<file path="src/inc/auip_cfg.svh">
// Bit positions, register map and reset values for the unique-ID and partition tagger
`ifndef AUIP_CFG_SVH
`define AUIP_CFG_SVH

`define AUIP_MPAM_W          11
`define AUIP_MPAM_NS_BIT     0
`define AUIP_MPAM_PART_LSB   1
`define AUIP_MPAM_PART_MSB   9
`define AUIP_MPAM_PMG_BIT    10
`define AUIP_PART_DEFAULT    9'h000
`define AUIP_PMG_DEFAULT     1'h0
`define AUIP_PROT_NS_BIT     1

`define AUIP_REG_AW          4
`define AUIP_REG_CTRL        4'h0
`define AUIP_REG_STATUS      4'h4
`define AUIP_REG_MPAM_RD     4'h8
`define AUIP_REG_MPAM_WR     4'hC

`define AUIP_CTRL_ILV_BIT    0
`define AUIP_CTRL_UNQ_BIT    1
`define AUIP_STAT_LOCK_BIT   0
`define AUIP_STAT_RBUSY_BIT  1
`define AUIP_STAT_WBUSY_BIT  2

`define AUIP_CTRL_ILV_RST    1'h0
`define AUIP_CTRL_UNQ_RST    1'h1

`endif

</file>
<file path="src/inc/auip_pkg.sv">
// Shared types of the unique-ID and partition tagger
package auip_pkg;

  typedef enum logic [1:0] {
    auip_lk_idle = 2'b01,
    auip_lk_held = 2'b10
  } auip_lock_t;

endpackage

</file>
<file path="src/rtl/auip_tagger.sv">
// Responder-side unique-ID mirroring, read interleave lock and partition capture
//
// Overview of operation
// - With interleaving disabled, read beats of different transactions never interleave.
// - Undeclared interleave property means interleaving between different IDs is allowed.
// - Every read data beat carries the unique flag of its request.
// - Every write response beat carries the unique flag of its request.
// - Outstanding from address valid until master accepts the final response.
// - With completion flag present, write stays outstanding until completion response.
// - Atomic stays outstanding until both write and read responses accepted.
// - Without unique-ID support all four unique flags are absent or low.
// - Partition support adds an 11-bit partition field on each address channel.
// - Bit 0 security, bits 9 to 1 partition, bit 10 monitor group.
// - Slave samples partition information while the address valid is asserted.
// - Read partition field of DVM operations is meaningless and ignored.
//
// The plain strobed port and the register addresses were decided locally.
`timescale 1ns/1ps
`include "auip_cfg.svh"

module auip_tagger #(
  parameter int   IDW       = 4,
  parameter int   DW        = 32,
  parameter bit   HAS_BCOMP = 1'b1,
  parameter bit   MST_MPAM  = 1'b1
) (
  input  wire logic                    i_clk,
  input  wire logic                    i_reset_n,
  input  wire logic                    i_ce,
  input  wire logic [`AUIP_REG_AW-1:0] i_reg_addr,
  input  wire logic [31:0]             i_reg_wdata,
  input  wire logic                    i_reg_wr,
  input  wire logic                    i_reg_rd,
  output logic      [31:0]             o_reg_rdata,
  input  wire logic                    i_arvalid,
  input  wire logic                    i_arready,
  input  wire logic [IDW-1:0]          i_arid,
  input  wire logic                    i_aridunq,
  input  wire logic [`AUIP_MPAM_W-1:0] i_armpam,
  input  wire logic [2:0]              i_arprot,
  input  wire logic                    i_ar_dvm,
  input  wire logic                    i_awvalid,
  input  wire logic                    i_awready,
  input  wire logic [IDW-1:0]          i_awid,
  input  wire logic                    i_awidunq,
  input  wire logic [`AUIP_MPAM_W-1:0] i_awmpam,
  input  wire logic [2:0]              i_awprot,
  input  wire logic                    i_aw_atomic,
  input  wire logic                    i_be_rvalid,
  output logic                         o_be_rready,
  input  wire logic [IDW-1:0]          i_be_rid,
  input  wire logic [DW-1:0]           i_be_rdata,
  input  wire logic [1:0]              i_be_rresp,
  input  wire logic                    i_be_rlast,
  output logic                         o_rvalid,
  input  wire logic                    i_rready,
  output logic      [IDW-1:0]          o_rid,
  output logic      [DW-1:0]           o_rdata,
  output logic      [1:0]              o_rresp,
  output logic                         o_rlast,
  output logic                         o_ridunq,
  input  wire logic                    i_be_bvalid,
  output logic                         o_be_bready,
  input  wire logic [IDW-1:0]          i_be_bid,
  input  wire logic [1:0]              i_be_bresp,
  input  wire logic                    i_be_bcomp,
  output logic                         o_bvalid,
  input  wire logic                    i_bready,
  output logic      [IDW-1:0]          o_bid,
  output logic      [1:0]              o_bresp,
  output logic                         o_bcomp,
  output logic                         o_bidunq,
  output logic                         o_ar_mpam_ns,
  output logic      [8:0]              o_ar_partid,
  output logic                         o_ar_pmg,
  output logic                         o_aw_mpam_ns,
  output logic      [8:0]              o_aw_partid,
  output logic                         o_aw_pmg
);
  import auip_pkg::*;

  typedef struct packed {
    logic                    ilv_dis;
    logic                    unq_en;
    auip_lock_t              lock;
    logic [IDW-1:0]          lock_id;
    logic                    rv;
    logic [IDW-1:0]          rid;
    logic [DW-1:0]           rdata;
    logic [1:0]              rresp;
    logic                    rlast;
    logic                    ridunq;
    logic                    bv;
    logic [IDW-1:0]          bid;
    logic [1:0]              bresp;
    logic                    bcomp;
    logic                    bidunq;
    logic [`AUIP_MPAM_W-1:0] ar_mpam;
    logic [`AUIP_MPAM_W-1:0] aw_mpam;
    logic [31:0]             reg_rdata;
  } auip_state_t;

  auip_state_t s_r;
  auip_state_t s_nxt;

  logic rd_look;
  logic rd_busy;
  logic wr_look;
  logic wr_busy;
  logic ar_take;
  logic aw_take;
  logic r_take;
  logic r_done;
  logic b_take;
  logic b_done;
  logic r_blocked;

  // Partition field as seen by the slave; masters without it get default partition and monitor group, and NS from prot
  function automatic logic [`AUIP_MPAM_W-1:0] mpam_in(
    input logic [`AUIP_MPAM_W-1:0] mpam,
    input logic [2:0]              prot
  );
    logic [`AUIP_MPAM_W-1:0] v;
    v = mpam;
    if (!MST_MPAM) begin
      v[`AUIP_MPAM_PMG_BIT]                        = `AUIP_PMG_DEFAULT;
      v[`AUIP_MPAM_PART_MSB:`AUIP_MPAM_PART_LSB]   = `AUIP_PART_DEFAULT;
      v[`AUIP_MPAM_NS_BIT]                         = prot[`AUIP_PROT_NS_BIT];
    end
    return v;
  endfunction

  assign ar_take = i_arvalid && i_arready;
  assign aw_take = i_awvalid && i_awready;

  // Hold back other IDs while a read burst that took the lock with interleaving disabled is mid-flight
  assign r_blocked   = (s_r.lock == auip_lk_held) && (i_be_rid != s_r.lock_id);
  assign o_be_rready = (!s_r.rv || i_rready) && !r_blocked;
  assign r_take      = i_be_rvalid && o_be_rready;
  assign r_done      = s_r.rv && i_rready && s_r.rlast;

  assign o_be_bready = !s_r.bv || i_bready;
  assign b_take      = i_be_bvalid && o_be_bready;
  // Early responses keep the ID busy until the completion arrives
  assign b_done      = s_r.bv && i_bready && (s_r.bcomp || !HAS_BCOMP);

  // Atomics enter both tables; each side clears on its own final response
  auip_idtrk #(
    .IDW (IDW)
  ) u_rd_trk (
    .i_clk       (i_clk),
    .i_reset_n   (i_reset_n),
    .i_ce        (i_ce),
    .i_set_a_en  (ar_take),
    .i_set_a_id  (i_arid),
    .i_set_a_val (i_aridunq && s_r.unq_en),
    .i_set_b_en  (aw_take && i_aw_atomic),
    .i_set_b_id  (i_awid),
    .i_set_b_val (i_awidunq && s_r.unq_en),
    .i_clr_en    (r_done),
    .i_clr_id    (s_r.rid),
    .i_look_id   (i_be_rid),
    .o_look_val  (rd_look),
    .o_busy      (rd_busy)
  );

  auip_idtrk #(
    .IDW (IDW)
  ) u_wr_trk (
    .i_clk       (i_clk),
    .i_reset_n   (i_reset_n),
    .i_ce        (i_ce),
    .i_set_a_en  (aw_take),
    .i_set_a_id  (i_awid),
    .i_set_a_val (i_awidunq && s_r.unq_en),
    .i_set_b_en  (1'b0),
    .i_set_b_id  ('0),
    .i_set_b_val (1'b0),
    .i_clr_en    (b_done),
    .i_clr_id    (s_r.bid),
    .i_look_id   (i_be_bid),
    .o_look_val  (wr_look),
    .o_busy      (wr_busy)
  );

  always_comb begin
    s_nxt = s_r;

    if (i_reg_wr && (i_reg_addr == `AUIP_REG_CTRL)) begin
      s_nxt.ilv_dis = i_reg_wdata[`AUIP_CTRL_ILV_BIT];
      s_nxt.unq_en  = i_reg_wdata[`AUIP_CTRL_UNQ_BIT];
    end

    // Read data valid only in the cycle after the strobe
    s_nxt.reg_rdata = '0;
    if (i_reg_rd) begin
      case (i_reg_addr)
        `AUIP_REG_CTRL: begin
          s_nxt.reg_rdata[`AUIP_CTRL_ILV_BIT] = s_r.ilv_dis;
          s_nxt.reg_rdata[`AUIP_CTRL_UNQ_BIT] = s_r.unq_en;
        end
        `AUIP_REG_STATUS: begin
          s_nxt.reg_rdata[`AUIP_STAT_LOCK_BIT]  = (s_r.lock == auip_lk_held);
          s_nxt.reg_rdata[`AUIP_STAT_RBUSY_BIT] = rd_busy;
          s_nxt.reg_rdata[`AUIP_STAT_WBUSY_BIT] = wr_busy;
        end
        `AUIP_REG_MPAM_RD: begin
          s_nxt.reg_rdata[`AUIP_MPAM_W-1:0] = s_r.ar_mpam;
        end
        `AUIP_REG_MPAM_WR: begin
          s_nxt.reg_rdata[`AUIP_MPAM_W-1:0] = s_r.aw_mpam;
        end
        default: begin
          s_nxt.reg_rdata = '0;
        end
      endcase
    end

    // DVM requests leave the last read partition in place
    if (ar_take && !i_ar_dvm) begin
      s_nxt.ar_mpam = mpam_in(i_armpam, i_arprot);
    end
    if (aw_take) begin
      s_nxt.aw_mpam = mpam_in(i_awmpam, i_awprot);
    end

    if (s_r.rv && i_rready) begin
      s_nxt.rv = 1'b0;
    end
    if (r_take) begin
      s_nxt.rv     = 1'b1;
      s_nxt.rid    = i_be_rid;
      s_nxt.rdata  = i_be_rdata;
      s_nxt.rresp  = i_be_rresp;
      s_nxt.rlast  = i_be_rlast;
      s_nxt.ridunq = rd_look && s_r.unq_en;
    end

    // Lock is taken only while disabled; a clear mid-burst waits for the last beat
    unique case (s_r.lock)
      auip_lk_idle: begin
        if (r_take && !i_be_rlast && s_r.ilv_dis) begin
          s_nxt.lock    = auip_lk_held;
          s_nxt.lock_id = i_be_rid;
        end
      end
      auip_lk_held: begin
        if (r_take && i_be_rlast) begin
          s_nxt.lock = auip_lk_idle;
        end
      end
      default: begin
        s_nxt.lock = auip_lk_idle;
      end
    endcase

    if (s_r.bv && i_bready) begin
      s_nxt.bv = 1'b0;
    end
    if (b_take) begin
      s_nxt.bv     = 1'b1;
      s_nxt.bid    = i_be_bid;
      s_nxt.bresp  = i_be_bresp;
      s_nxt.bcomp  = i_be_bcomp || !HAS_BCOMP;
      s_nxt.bidunq = wr_look && s_r.unq_en;
    end
  end

  always_ff @(posedge i_clk or negedge i_reset_n) begin
    if (!i_reset_n) begin
      s_r         <= '0;
      s_r.ilv_dis <= `AUIP_CTRL_ILV_RST;
      s_r.unq_en  <= `AUIP_CTRL_UNQ_RST;
      s_r.lock    <= auip_lk_idle;
    end else if (i_ce) begin
      s_r <= s_nxt;
    end
  end

  assign o_reg_rdata  = s_r.reg_rdata;
  assign o_rvalid     = s_r.rv;
  assign o_rid        = s_r.rid;
  assign o_rdata      = s_r.rdata;
  assign o_rresp      = s_r.rresp;
  assign o_rlast      = s_r.rlast;
  assign o_ridunq     = s_r.ridunq;
  assign o_bvalid     = s_r.bv;
  assign o_bid        = s_r.bid;
  assign o_bresp      = s_r.bresp;
  assign o_bcomp      = s_r.bcomp;
  assign o_bidunq     = s_r.bidunq;
  assign o_ar_mpam_ns = s_r.ar_mpam[`AUIP_MPAM_NS_BIT];
  assign o_ar_partid  = s_r.ar_mpam[`AUIP_MPAM_PART_MSB:`AUIP_MPAM_PART_LSB];
  assign o_ar_pmg     = s_r.ar_mpam[`AUIP_MPAM_PMG_BIT];
  assign o_aw_mpam_ns = s_r.aw_mpam[`AUIP_MPAM_NS_BIT];
  assign o_aw_partid  = s_r.aw_mpam[`AUIP_MPAM_PART_MSB:`AUIP_MPAM_PART_LSB];
  assign o_aw_pmg     = s_r.aw_mpam[`AUIP_MPAM_PMG_BIT];

endmodule // auip_tagger

</file>
<file path="src/rtl/auip_idtrk.sv">
// Per-ID table of unique flags for transactions still outstanding
`timescale 1ns/1ps
`include "auip_cfg.svh"

module auip_idtrk #(
  parameter int IDW = 4
) (
  input  wire logic           i_clk,
  input  wire logic           i_reset_n,
  input  wire logic           i_ce,
  input  wire logic           i_set_a_en,
  input  wire logic [IDW-1:0] i_set_a_id,
  input  wire logic           i_set_a_val,
  input  wire logic           i_set_b_en,
  input  wire logic [IDW-1:0] i_set_b_id,
  input  wire logic           i_set_b_val,
  input  wire logic           i_clr_en,
  input  wire logic [IDW-1:0] i_clr_id,
  input  wire logic [IDW-1:0] i_look_id,
  output logic                o_look_val,
  output logic                o_busy
);
  import auip_pkg::*;

  localparam int NID = 1 << IDW;

  typedef struct packed {
    logic [NID-1:0] flg;
  } auip_trk_t;

  auip_trk_t s_r;
  auip_trk_t s_nxt;

  always_comb begin
    s_nxt = s_r;
    // Clear first so a request issued in the closing cycle still registers
    if (i_clr_en) begin
      s_nxt.flg[i_clr_id] = 1'b0;
    end
    if (i_set_a_en) begin
      s_nxt.flg[i_set_a_id] = i_set_a_val;
    end
    if (i_set_b_en) begin
      s_nxt.flg[i_set_b_id] = i_set_b_val;
    end
  end

  always_ff @(posedge i_clk or negedge i_reset_n) begin
    if (!i_reset_n) begin
      s_r <= '0;
    end else if (i_ce) begin
      s_r <= s_nxt;
    end
  end

  assign o_look_val = s_r.flg[i_look_id];
  assign o_busy     = |s_r.flg;

endmodule // auip_idtrk

</file>
<file path="config.mk">
export PLATFORM = sky130hd
export DESIGN_NAME = auip_tagger
export DESIGN_NICKNAME = d
export VERILOG_FILES = /design/src/inc/auip_pkg.sv /design/src/rtl/auip_tagger.sv /design/src/rtl/auip_idtrk.sv
export VERILOG_INCLUDE_DIRS = /design/src /design/src/inc
export SDC_FILE = /design/constraint.sdc
export NUM_CORES = 1
export LEC_CHECK = 0
export ABC_AREA = 1
export BUFFER_PORTS_ARGS = -buffer_cell sky130_fd_sc_hd__buf_4
export CAP_MARGIN = 20
export CORE_MARGIN = 4
export CORE_UTILIZATION = 51
export CTS_BUF_LIST = sky130_fd_sc_hd__clkbuf_4 sky130_fd_sc_hd__clkbuf_8 sky130_fd_sc_hd__clkbuf_16
export DETAILED_ROUTE_END_ITERATION = 7
export PLACE_DENSITY = 0.8
export SYNTH_ARGS = -nofsm -noshare
export SYNTH_HDL_FRONTEND = slang
export SYNTH_SLANG_ARGS = --single-unit
</file>
<file path="constraint.sdc">
create_clock -name i_clk -period 1.5 [get_ports i_clk]
set_input_delay 0.075 -clock i_clk [delete_from_list [all_inputs] [get_ports i_clk]]
set_output_delay 0.075 -clock i_clk [all_outputs]
set_load 0.05 [all_outputs]
</file>
-- Word level (Yosys, flattened, before mapping)
Cells that the tools add are included.
- bits in registers: 144
- bits in latches: 0
- bits in writable memories: 0
- bits in read-only memories: 0
- input port bits: 135
- output and inout bits: 106
- logic and storage cells: 118
- memories kept: 0
- add/subtract/negate cells: 0
- multipliers: 0
- divide/modulo/power cells: 0
- order comparisons: 10
- equal/unequal tests: 8
- shifts and indexed selects: 0
- muxes and demuxes: 31
- bitwise logic cells: 4
- reduce and logical (&&, ||, !) cells: 45
- operators by type and width (cell ; count):
    16-bit 2-to-1 mux ; 5
    16-bit bitwise mux ; 3
    41-bit 2-to-1 mux ; 1
    16-bit AND ; 2
    16-bit inverter ; 2
    16-bit OR reduction ; 2
    4-bit by 5-bit < comparator with 1-bit output, second input constant ; 6
    1-bit logical AND ; 24
    1-bit demux with 4-bit select ; 4
    4-bit by 1-bit >= comparator with 1-bit output, second input constant ; 4
    8-bit case mux with 2 select lines ; 1
    2-bit AND reduction ; 7
    11-bit 2-to-1 mux ; 1
    9-bit 2-to-1 mux ; 1
    1-bit binary-select mux with 4-bit select ; 2
    4-bit equality test, second input constant ; 2
    1-bit 2-to-1 mux ; 8
    2-bit case mux with 4 select lines ; 1
    6-bit 2-to-1 mux ; 1
    3-bit AND reduction ; 2
    1-bit zero test ; 5
    4-bit by 3-bit equality test with 1-bit output, second input constant ; 1
    4-bit zero test ; 1
    4-bit != test ; 1
    9 further kinds ; 11

-- Depth between registers and ports, before layout
- depth after elaboration: 11
- mapped depth: 13
- mapped depth without buffers: 12

-- Hierarchy
Synthesis repeated with hierarchy kept, for this count alone.
- cells, all modules: 1121
- area total of the unflattened synthesis: 8109.0 um2
- modules (own cells, without submodules) (module ; times used ; cells each ; area each (um2) ; sequential area each (um2)):
    auip_tagger ; 1 ; 513 ; 4839.6 ; 2279.7
    auip_idtrk (u_wr_trk) ; 1 ; 303 ; 1656.6 ; 400.4
    auip_idtrk (u_rd_trk) ; 1 ; 305 ; 1612.8 ; 400.4

-- Least setup slack after synthesis
Ideal clock, no wire load.
- kind: register to register
- start point: reg s_r, in the netlist o_rvalid
- end point: reg s_r[104] (netlist name)
- library setup time: 0.124 ns
- arrival: 2.154 ns
- data required time: 1.376 ns
- path slack: -0.779 ns
- stages on the path, launching flop included: 6
- buffers on the path: 0
- clock period less this slack: 2.279 ns
- cell sequence: dfrtp_1 -> nand2_1 -> a21boi_1 -> nand3_1 -> o21ai_0 -> nand2_1
- cells in the longest elaborated chain, start to end: 7
- ends and longest elaborated chain (element ; line ; source):
    start, declared ; auip_tagger.sv:103 ; auip_state_t s_r;
    start signal, assigned ; auip_tagger.sv:276 ; s_r <= s_nxt;
    1-bit zero test ; auip_tagger.sv:138 ; assign o_be_rready = (!s_r.rv || i_rready) && !r_blocked;
    1-bit logical OR ; auip_tagger.sv:138 ;
    1-bit logical AND ; auip_tagger.sv:138 ;
    named net o_be_rready ; auip_tagger.sv:50 ; output logic o_be_rready,
    1-bit logical AND ; auip_tagger.sv:139 ; assign r_take = i_be_rvalid && o_be_rready;
    1-bit logical AND (2 in series) ; auip_tagger.sv:242 ; if (r_take && !i_be_rlast && s_r.ilv_dis) begin
    3-bit AND reduction (no source line) ; - ;
The timed path passes the listed nets, and every way through them passes these cells.
A chain may end at the register's enable or synchronous reset.

-- Worst setup path after layout
- start point: reg s_r[106] (netlist name)
- end point: reg s_r, in the netlist o_rdata[18]
- cells in the longest elaborated chain, start to end: 6
- ends and longest elaborated chain (element ; line ; source):
    4-bit != test ; auip_tagger.sv:137 ; assign r_blocked = (s_r.lock == auip_lk_held) && (i_be_rid != s_r.lock_id);
    1-bit logical AND ; auip_tagger.sv:137 ;
    1-bit zero test ; auip_tagger.sv:138 ;
    1-bit logical AND ; auip_tagger.sv:138 ;
    1-bit logical AND ; auip_tagger.sv:139 ;
    2-bit AND reduction (no source line) ; - ;
No other way between the ends.

==> metrics.log <==
INFO  metric synth-seq-cells = 123
INFO  metric holdCritPathClass = input port to flip-flop
INFO  metric syn-mean-instance-area = 7.60 µm²
INFO  metric post_synth_instance_area = between 7000 and 8000 µm²
INFO  metric post_synthesis_compound_gate_area_fraction = between 10% and 20%
INFO  metric crit_arrival = around 2.3 ns
INFO  metric synth_top_family_by_area = simple AND/OR/NAND/NOR gates
INFO  metric timing.max_slew.rel_slack = 57.3%
INFO  metric avgRoutedWirePerCell = approximately 20 µm
INFO  metric tritoncts = done
INFO  metric core-area = 13400 µm²
INFO  metric cp-end-kind = flip-flop
INFO  metric post-route-cell-area = 10300 µm²
INFO  metric cp-startpoint = s_r[106]$_DFFE_PN0P_
INFO  metric grt_max_degree = 40
INFO  metric initial_core_util = a little over half
INFO  metric flow.area_growth_from_synthesis = 45.3%
INFO  metric drt.antenna.violating_nets = 0
INFO  metric place_area = around 8300 µm²
INFO  metric drt_first_pass_iters = 6
INFO  metric layout_setup_ws = -0.405 ns
INFO  metric die_x = approximately 130 µm
INFO  metric number_of_antenna_violations_at_the_first_check_in_global_routing = 2
INFO  metric wl = 27.7 mm
INFO  metric cts_inserted_buffers = 17
INFO  metric groute.usage.overall = 31.3%
INFO  metric detail_route.vias_per_cell = between 5 and 6
INFO  metric gp_routability_congestion = 0.971
INFO  metric rsz0062_at_grt = yes
INFO  metric synthDominantAreaCellType = sky130_fd_sc_hd__dfrtp_1
INFO  metric share_of_layout_cells_above_drive_strength_1 = 33.5%
INFO  metric cts.clk_slew.worst_paths = 0.07 ns
INFO  metric fmaxAchievable = 0.525 GHz
INFO  metric detailroute.via_count = 7901
INFO  metric timing.final.crit_share = 127%
INFO  metric worstRegToRegCells = 12
INFO  metric clkLatencyLatePin = 0.42 ns
INFO  metric design.final.nets = 1298
INFO  metric detailedRoute.firstIterationViolations = 1215
INFO  metric post_synth_inst_count = 932
INFO  metric final-hold-violation-count = 0
INFO  metric slew_violations = 0
INFO  metric worstSetupPathType = flip-flop to flip-flop
INFO  metric status = complete, but fails checks
INFO  metric crit-reg2reg-launch = s_r[106]$_DFFE_PN0P_
INFO  metric ctsHtreeMaxLevel = 4
INFO  metric layout.core_utilization = between 70% and 80%
INFO  metric post_synth_num_cell_types = 33
INFO  metric io_pins = 241
INFO  metric pwr_density_cell = 1340 nW/µm²
INFO  metric synthTopCellsByArea = sky130_fd_sc_hd__dfrtp_1 43%, sky130_fd_sc_hd__nand2_1 14%, sky130_fd_sc_hd__buf_4 10%, sky130_fd_sc_hd__inv_1 4.9%, sky130_fd_sc_hd__o21ai_0 4.5%
INFO  metric drt_drc_violations_left = 0
INFO  metric worst-slew-pin-transition = 0.638 ns
INFO  metric failed_checks = setup timing
INFO  metric post-route-min-period = 1.91 ns
INFO  metric overflow = 0
INFO  metric synth_simple_gate_area_share = 23.9%
INFO  metric dp_hpwl = approximately 15 mm
INFO  metric timing.critical_path.required = 1.86 ns
INFO  metric num_rows = 42
INFO  metric die_height = between 100 and 150 µm
INFO  metric leakagePower = roughly 0.0052 µW
INFO  metric grt_first_pass_wirelength = 39.5 mm
INFO  metric count_of_final_setup_violators = 53
INFO  metric reg2reg_capture_point = o_rdata[18]$_DFFE_PN0P_
INFO  metric timing.max_cap.violations = 0
INFO  metric cts.sink_count = 123
INFO  metric parity_gate_share_of_the_synthesized_area_counting_xor_and_xnor_cells = 0%
INFO  metric holdWs = approximately 0.014 ns
INFO  metric synth.area.mux_share = 2.07%
INFO  metric post_synth_adder_cell_area = 0%
INFO  metric endpoint = o_rdata[18]$_DFFE_PN0P_
INFO  metric via_count_of_the_first_global_routing_pass = 7670
INFO  metric rrSetupSlack = -0.41 ns
INFO  metric yosys_warnings = 0
INFO  metric crit_fanout = 5
INFO  metric synth_seq_area_share = 43.5%
INFO  metric port_buffers = 183
INFO  metric clock-root-buffer = sky130_fd_sc_hd__clkbuf_16
INFO  metric clk_path_buf_depth = 2
INFO  metric critical_path.startpoint_type = flip-flop
INFO  metric synth_top_area_share = 42.7%
INFO  metric ir_drop = 0.00106 V
INFO  metric skew = 0.0127 ns
INFO  metric design.die.area = 15800 µm²
==> how the worst min path moves through the flow <==
stage | startpoint | endpoint | slack [ns] | cells past startpoint
after floorplan | i_reset_n | o_ar_mpam_ns$_DFFE_PN0P_ | -0.22 | 0
after global placement | i_reset_n | o_bid[3]$_DFFE_PN0P_ | 0.05 | 1
after CTS | i_bready | o_bvalid$_DFFE_PN0P_ | 0.007 | 4
after global routing | i_bready | o_bvalid$_DFFE_PN0P_ | 0.05 | 4
final | i_bready | o_bvalid$_DFFE_PN0P_ | 0.01 | 4
after detailed placement | i_reset_n | o_bid[2]$_DFFE_PN0P_ | 0.05 | 1
==> state kept, by name, indices dropped and copies added (netlist names), 2 cells and up <==
name          flops
o_reg_rdata      11
o_bid             4
o_ar_partid       9
o_rdata          32
u_wr_trk.s_r     16
o_bresp           2
s_r               8
u_rd_trk.s_r     16
o_aw_partid       9
o_rresp           2
o_rid             4
==> power by group <==
| group | internal [µW] | switching, µW | total (µW) |
|---|---|---|---|
| logic | 1660 | 3220 | 4880 |
| registers | 3970 | 619 | 4590 |
| clock network | 2730 | 1580 | 4310 |
| total | 8360 | 5420 | 13800 |
==> routing by layer <==
| metal | routed length (µm) | GRT usage [%] | vias up |
|---|---|---|---|
| met5 | 0 | 0 | - |
| met4 | 2110 | 19.8 | 0 |
| met3 | 3020 | 8.59 | 206 |
| met2 | 13100 | 51.7 | 653 |
| met1 | 9490 | 36.1 | 3666 |
| li1 | - | - | 3376 |
==> synth_stat cells (all sizes together) <==
library cell  count
nor2             69
o21ai            67
a21boi            1
o211ai           18
o221ai            2
a21oi            35
mux2             13
clkinv            1
buf             107
nor3             14
nor4              4
a31oi             5
nand4             8
dfrtp           121
clkbuf           15
dfstp             2
a22o              9
nand3            55
o31ai             1
nand2           266
inv              98
o22ai            19
o311ai            1
conb              1
==> cell families after synthesis <==
family                 count (synthesis)
AOI/OAI and AO/OA                    158
buffers and inverters                221
DFF                                  123
muxes                                 13
other                                  1
and+or+nand+nor                      416
==> cells in the final DEF, fill, tap and decap left out, types with 9 or more instances in the layout <==
master                          instances
sky130_fd_sc_hd__a21oi_1               35
sky130_fd_sc_hd__a22o_1                 9
sky130_fd_sc_hd__buf_4                224
sky130_fd_sc_hd__clkbuf_16             20
sky130_fd_sc_hd__conb_1                21
sky130_fd_sc_hd__dfrtp_1              117
sky130_fd_sc_hd__dlygate4sd3_1         69
sky130_fd_sc_hd__inv_1                 91
sky130_fd_sc_hd__mux2_2                13
sky130_fd_sc_hd__nand2_1              199
sky130_fd_sc_hd__nand2_2               52
sky130_fd_sc_hd__nand2_4               15
sky130_fd_sc_hd__nand3_1               48
sky130_fd_sc_hd__nor2_1                63
sky130_fd_sc_hd__nor3_1                12
sky130_fd_sc_hd__o211ai_1              18
sky130_fd_sc_hd__o21ai_0               57
sky130_fd_sc_hd__o22ai_1               19
==> per-stage QoR <==
stage / total power (µW) / std cells / setup TNS (ns) / worst slack, ns
final: 13800 / 1353 / -16.05 / -0.405
after detailed placement: 8580 / 1234 / 0 / 0.00338
after global routing: 14200 / 1353 / -18.49 / -0.444
after CTS: 13200 / 1346 / -3.42 / -0.183
after floorplan: 7590 / 952 / -0.0710 / -0.0428
after global placement: 8520 / 1234 / 0 / 0.00954
==> timing repair <==
item | CTS | global route
setup buffers | 6 | 4
hold buffers | 69 | 0
cloned | 6 | 3
pin swaps | 10 | 36
endpoints found under the setup margin | 13 | 65
endpoints found under the hold margin | 179 | 0
gates resized for setup | 31 | 93
==> final cells by class <==
cell class | instances | area, µm²
Multi-Input combinational cell | 608 | 3200
Fill cell | 858 | 3110
Sequential cell | 123 | 3090
Timing Repair Buffer | 314 | 2790
Clock buffer | 21 | 468
Inverter | 99 | 380
Tap cell | 176 | 220
Clock inverter | 10 | 141
Antenna cell | 2 | 5.00
==> critical path: stages, from the launching register on <==
cell and delay (ns):
sky130_fd_sc_hd__dfrtp_1 0.43, sky130_fd_sc_hd__inv_1 0.09, sky130_fd_sc_hd__nand2_1 0.09, sky130_fd_sc_hd__nand2_2 0.05, sky130_fd_sc_hd__nor2_2 0.12, sky130_fd_sc_hd__nand2_2 0.10, sky130_fd_sc_hd__nand2_2 0.10, sky130_fd_sc_hd__nand3_4 0.10
sky130_fd_sc_hd__nor2_4 0.21, sky130_fd_sc_hd__buf_6 0.20, sky130_fd_sc_hd__buf_16 0.15, sky130_fd_sc_hd__nand2_2 0.09, sky130_fd_sc_hd__nand2_2 0.09
Note: power is estimated with default switching activity, not from simulation.
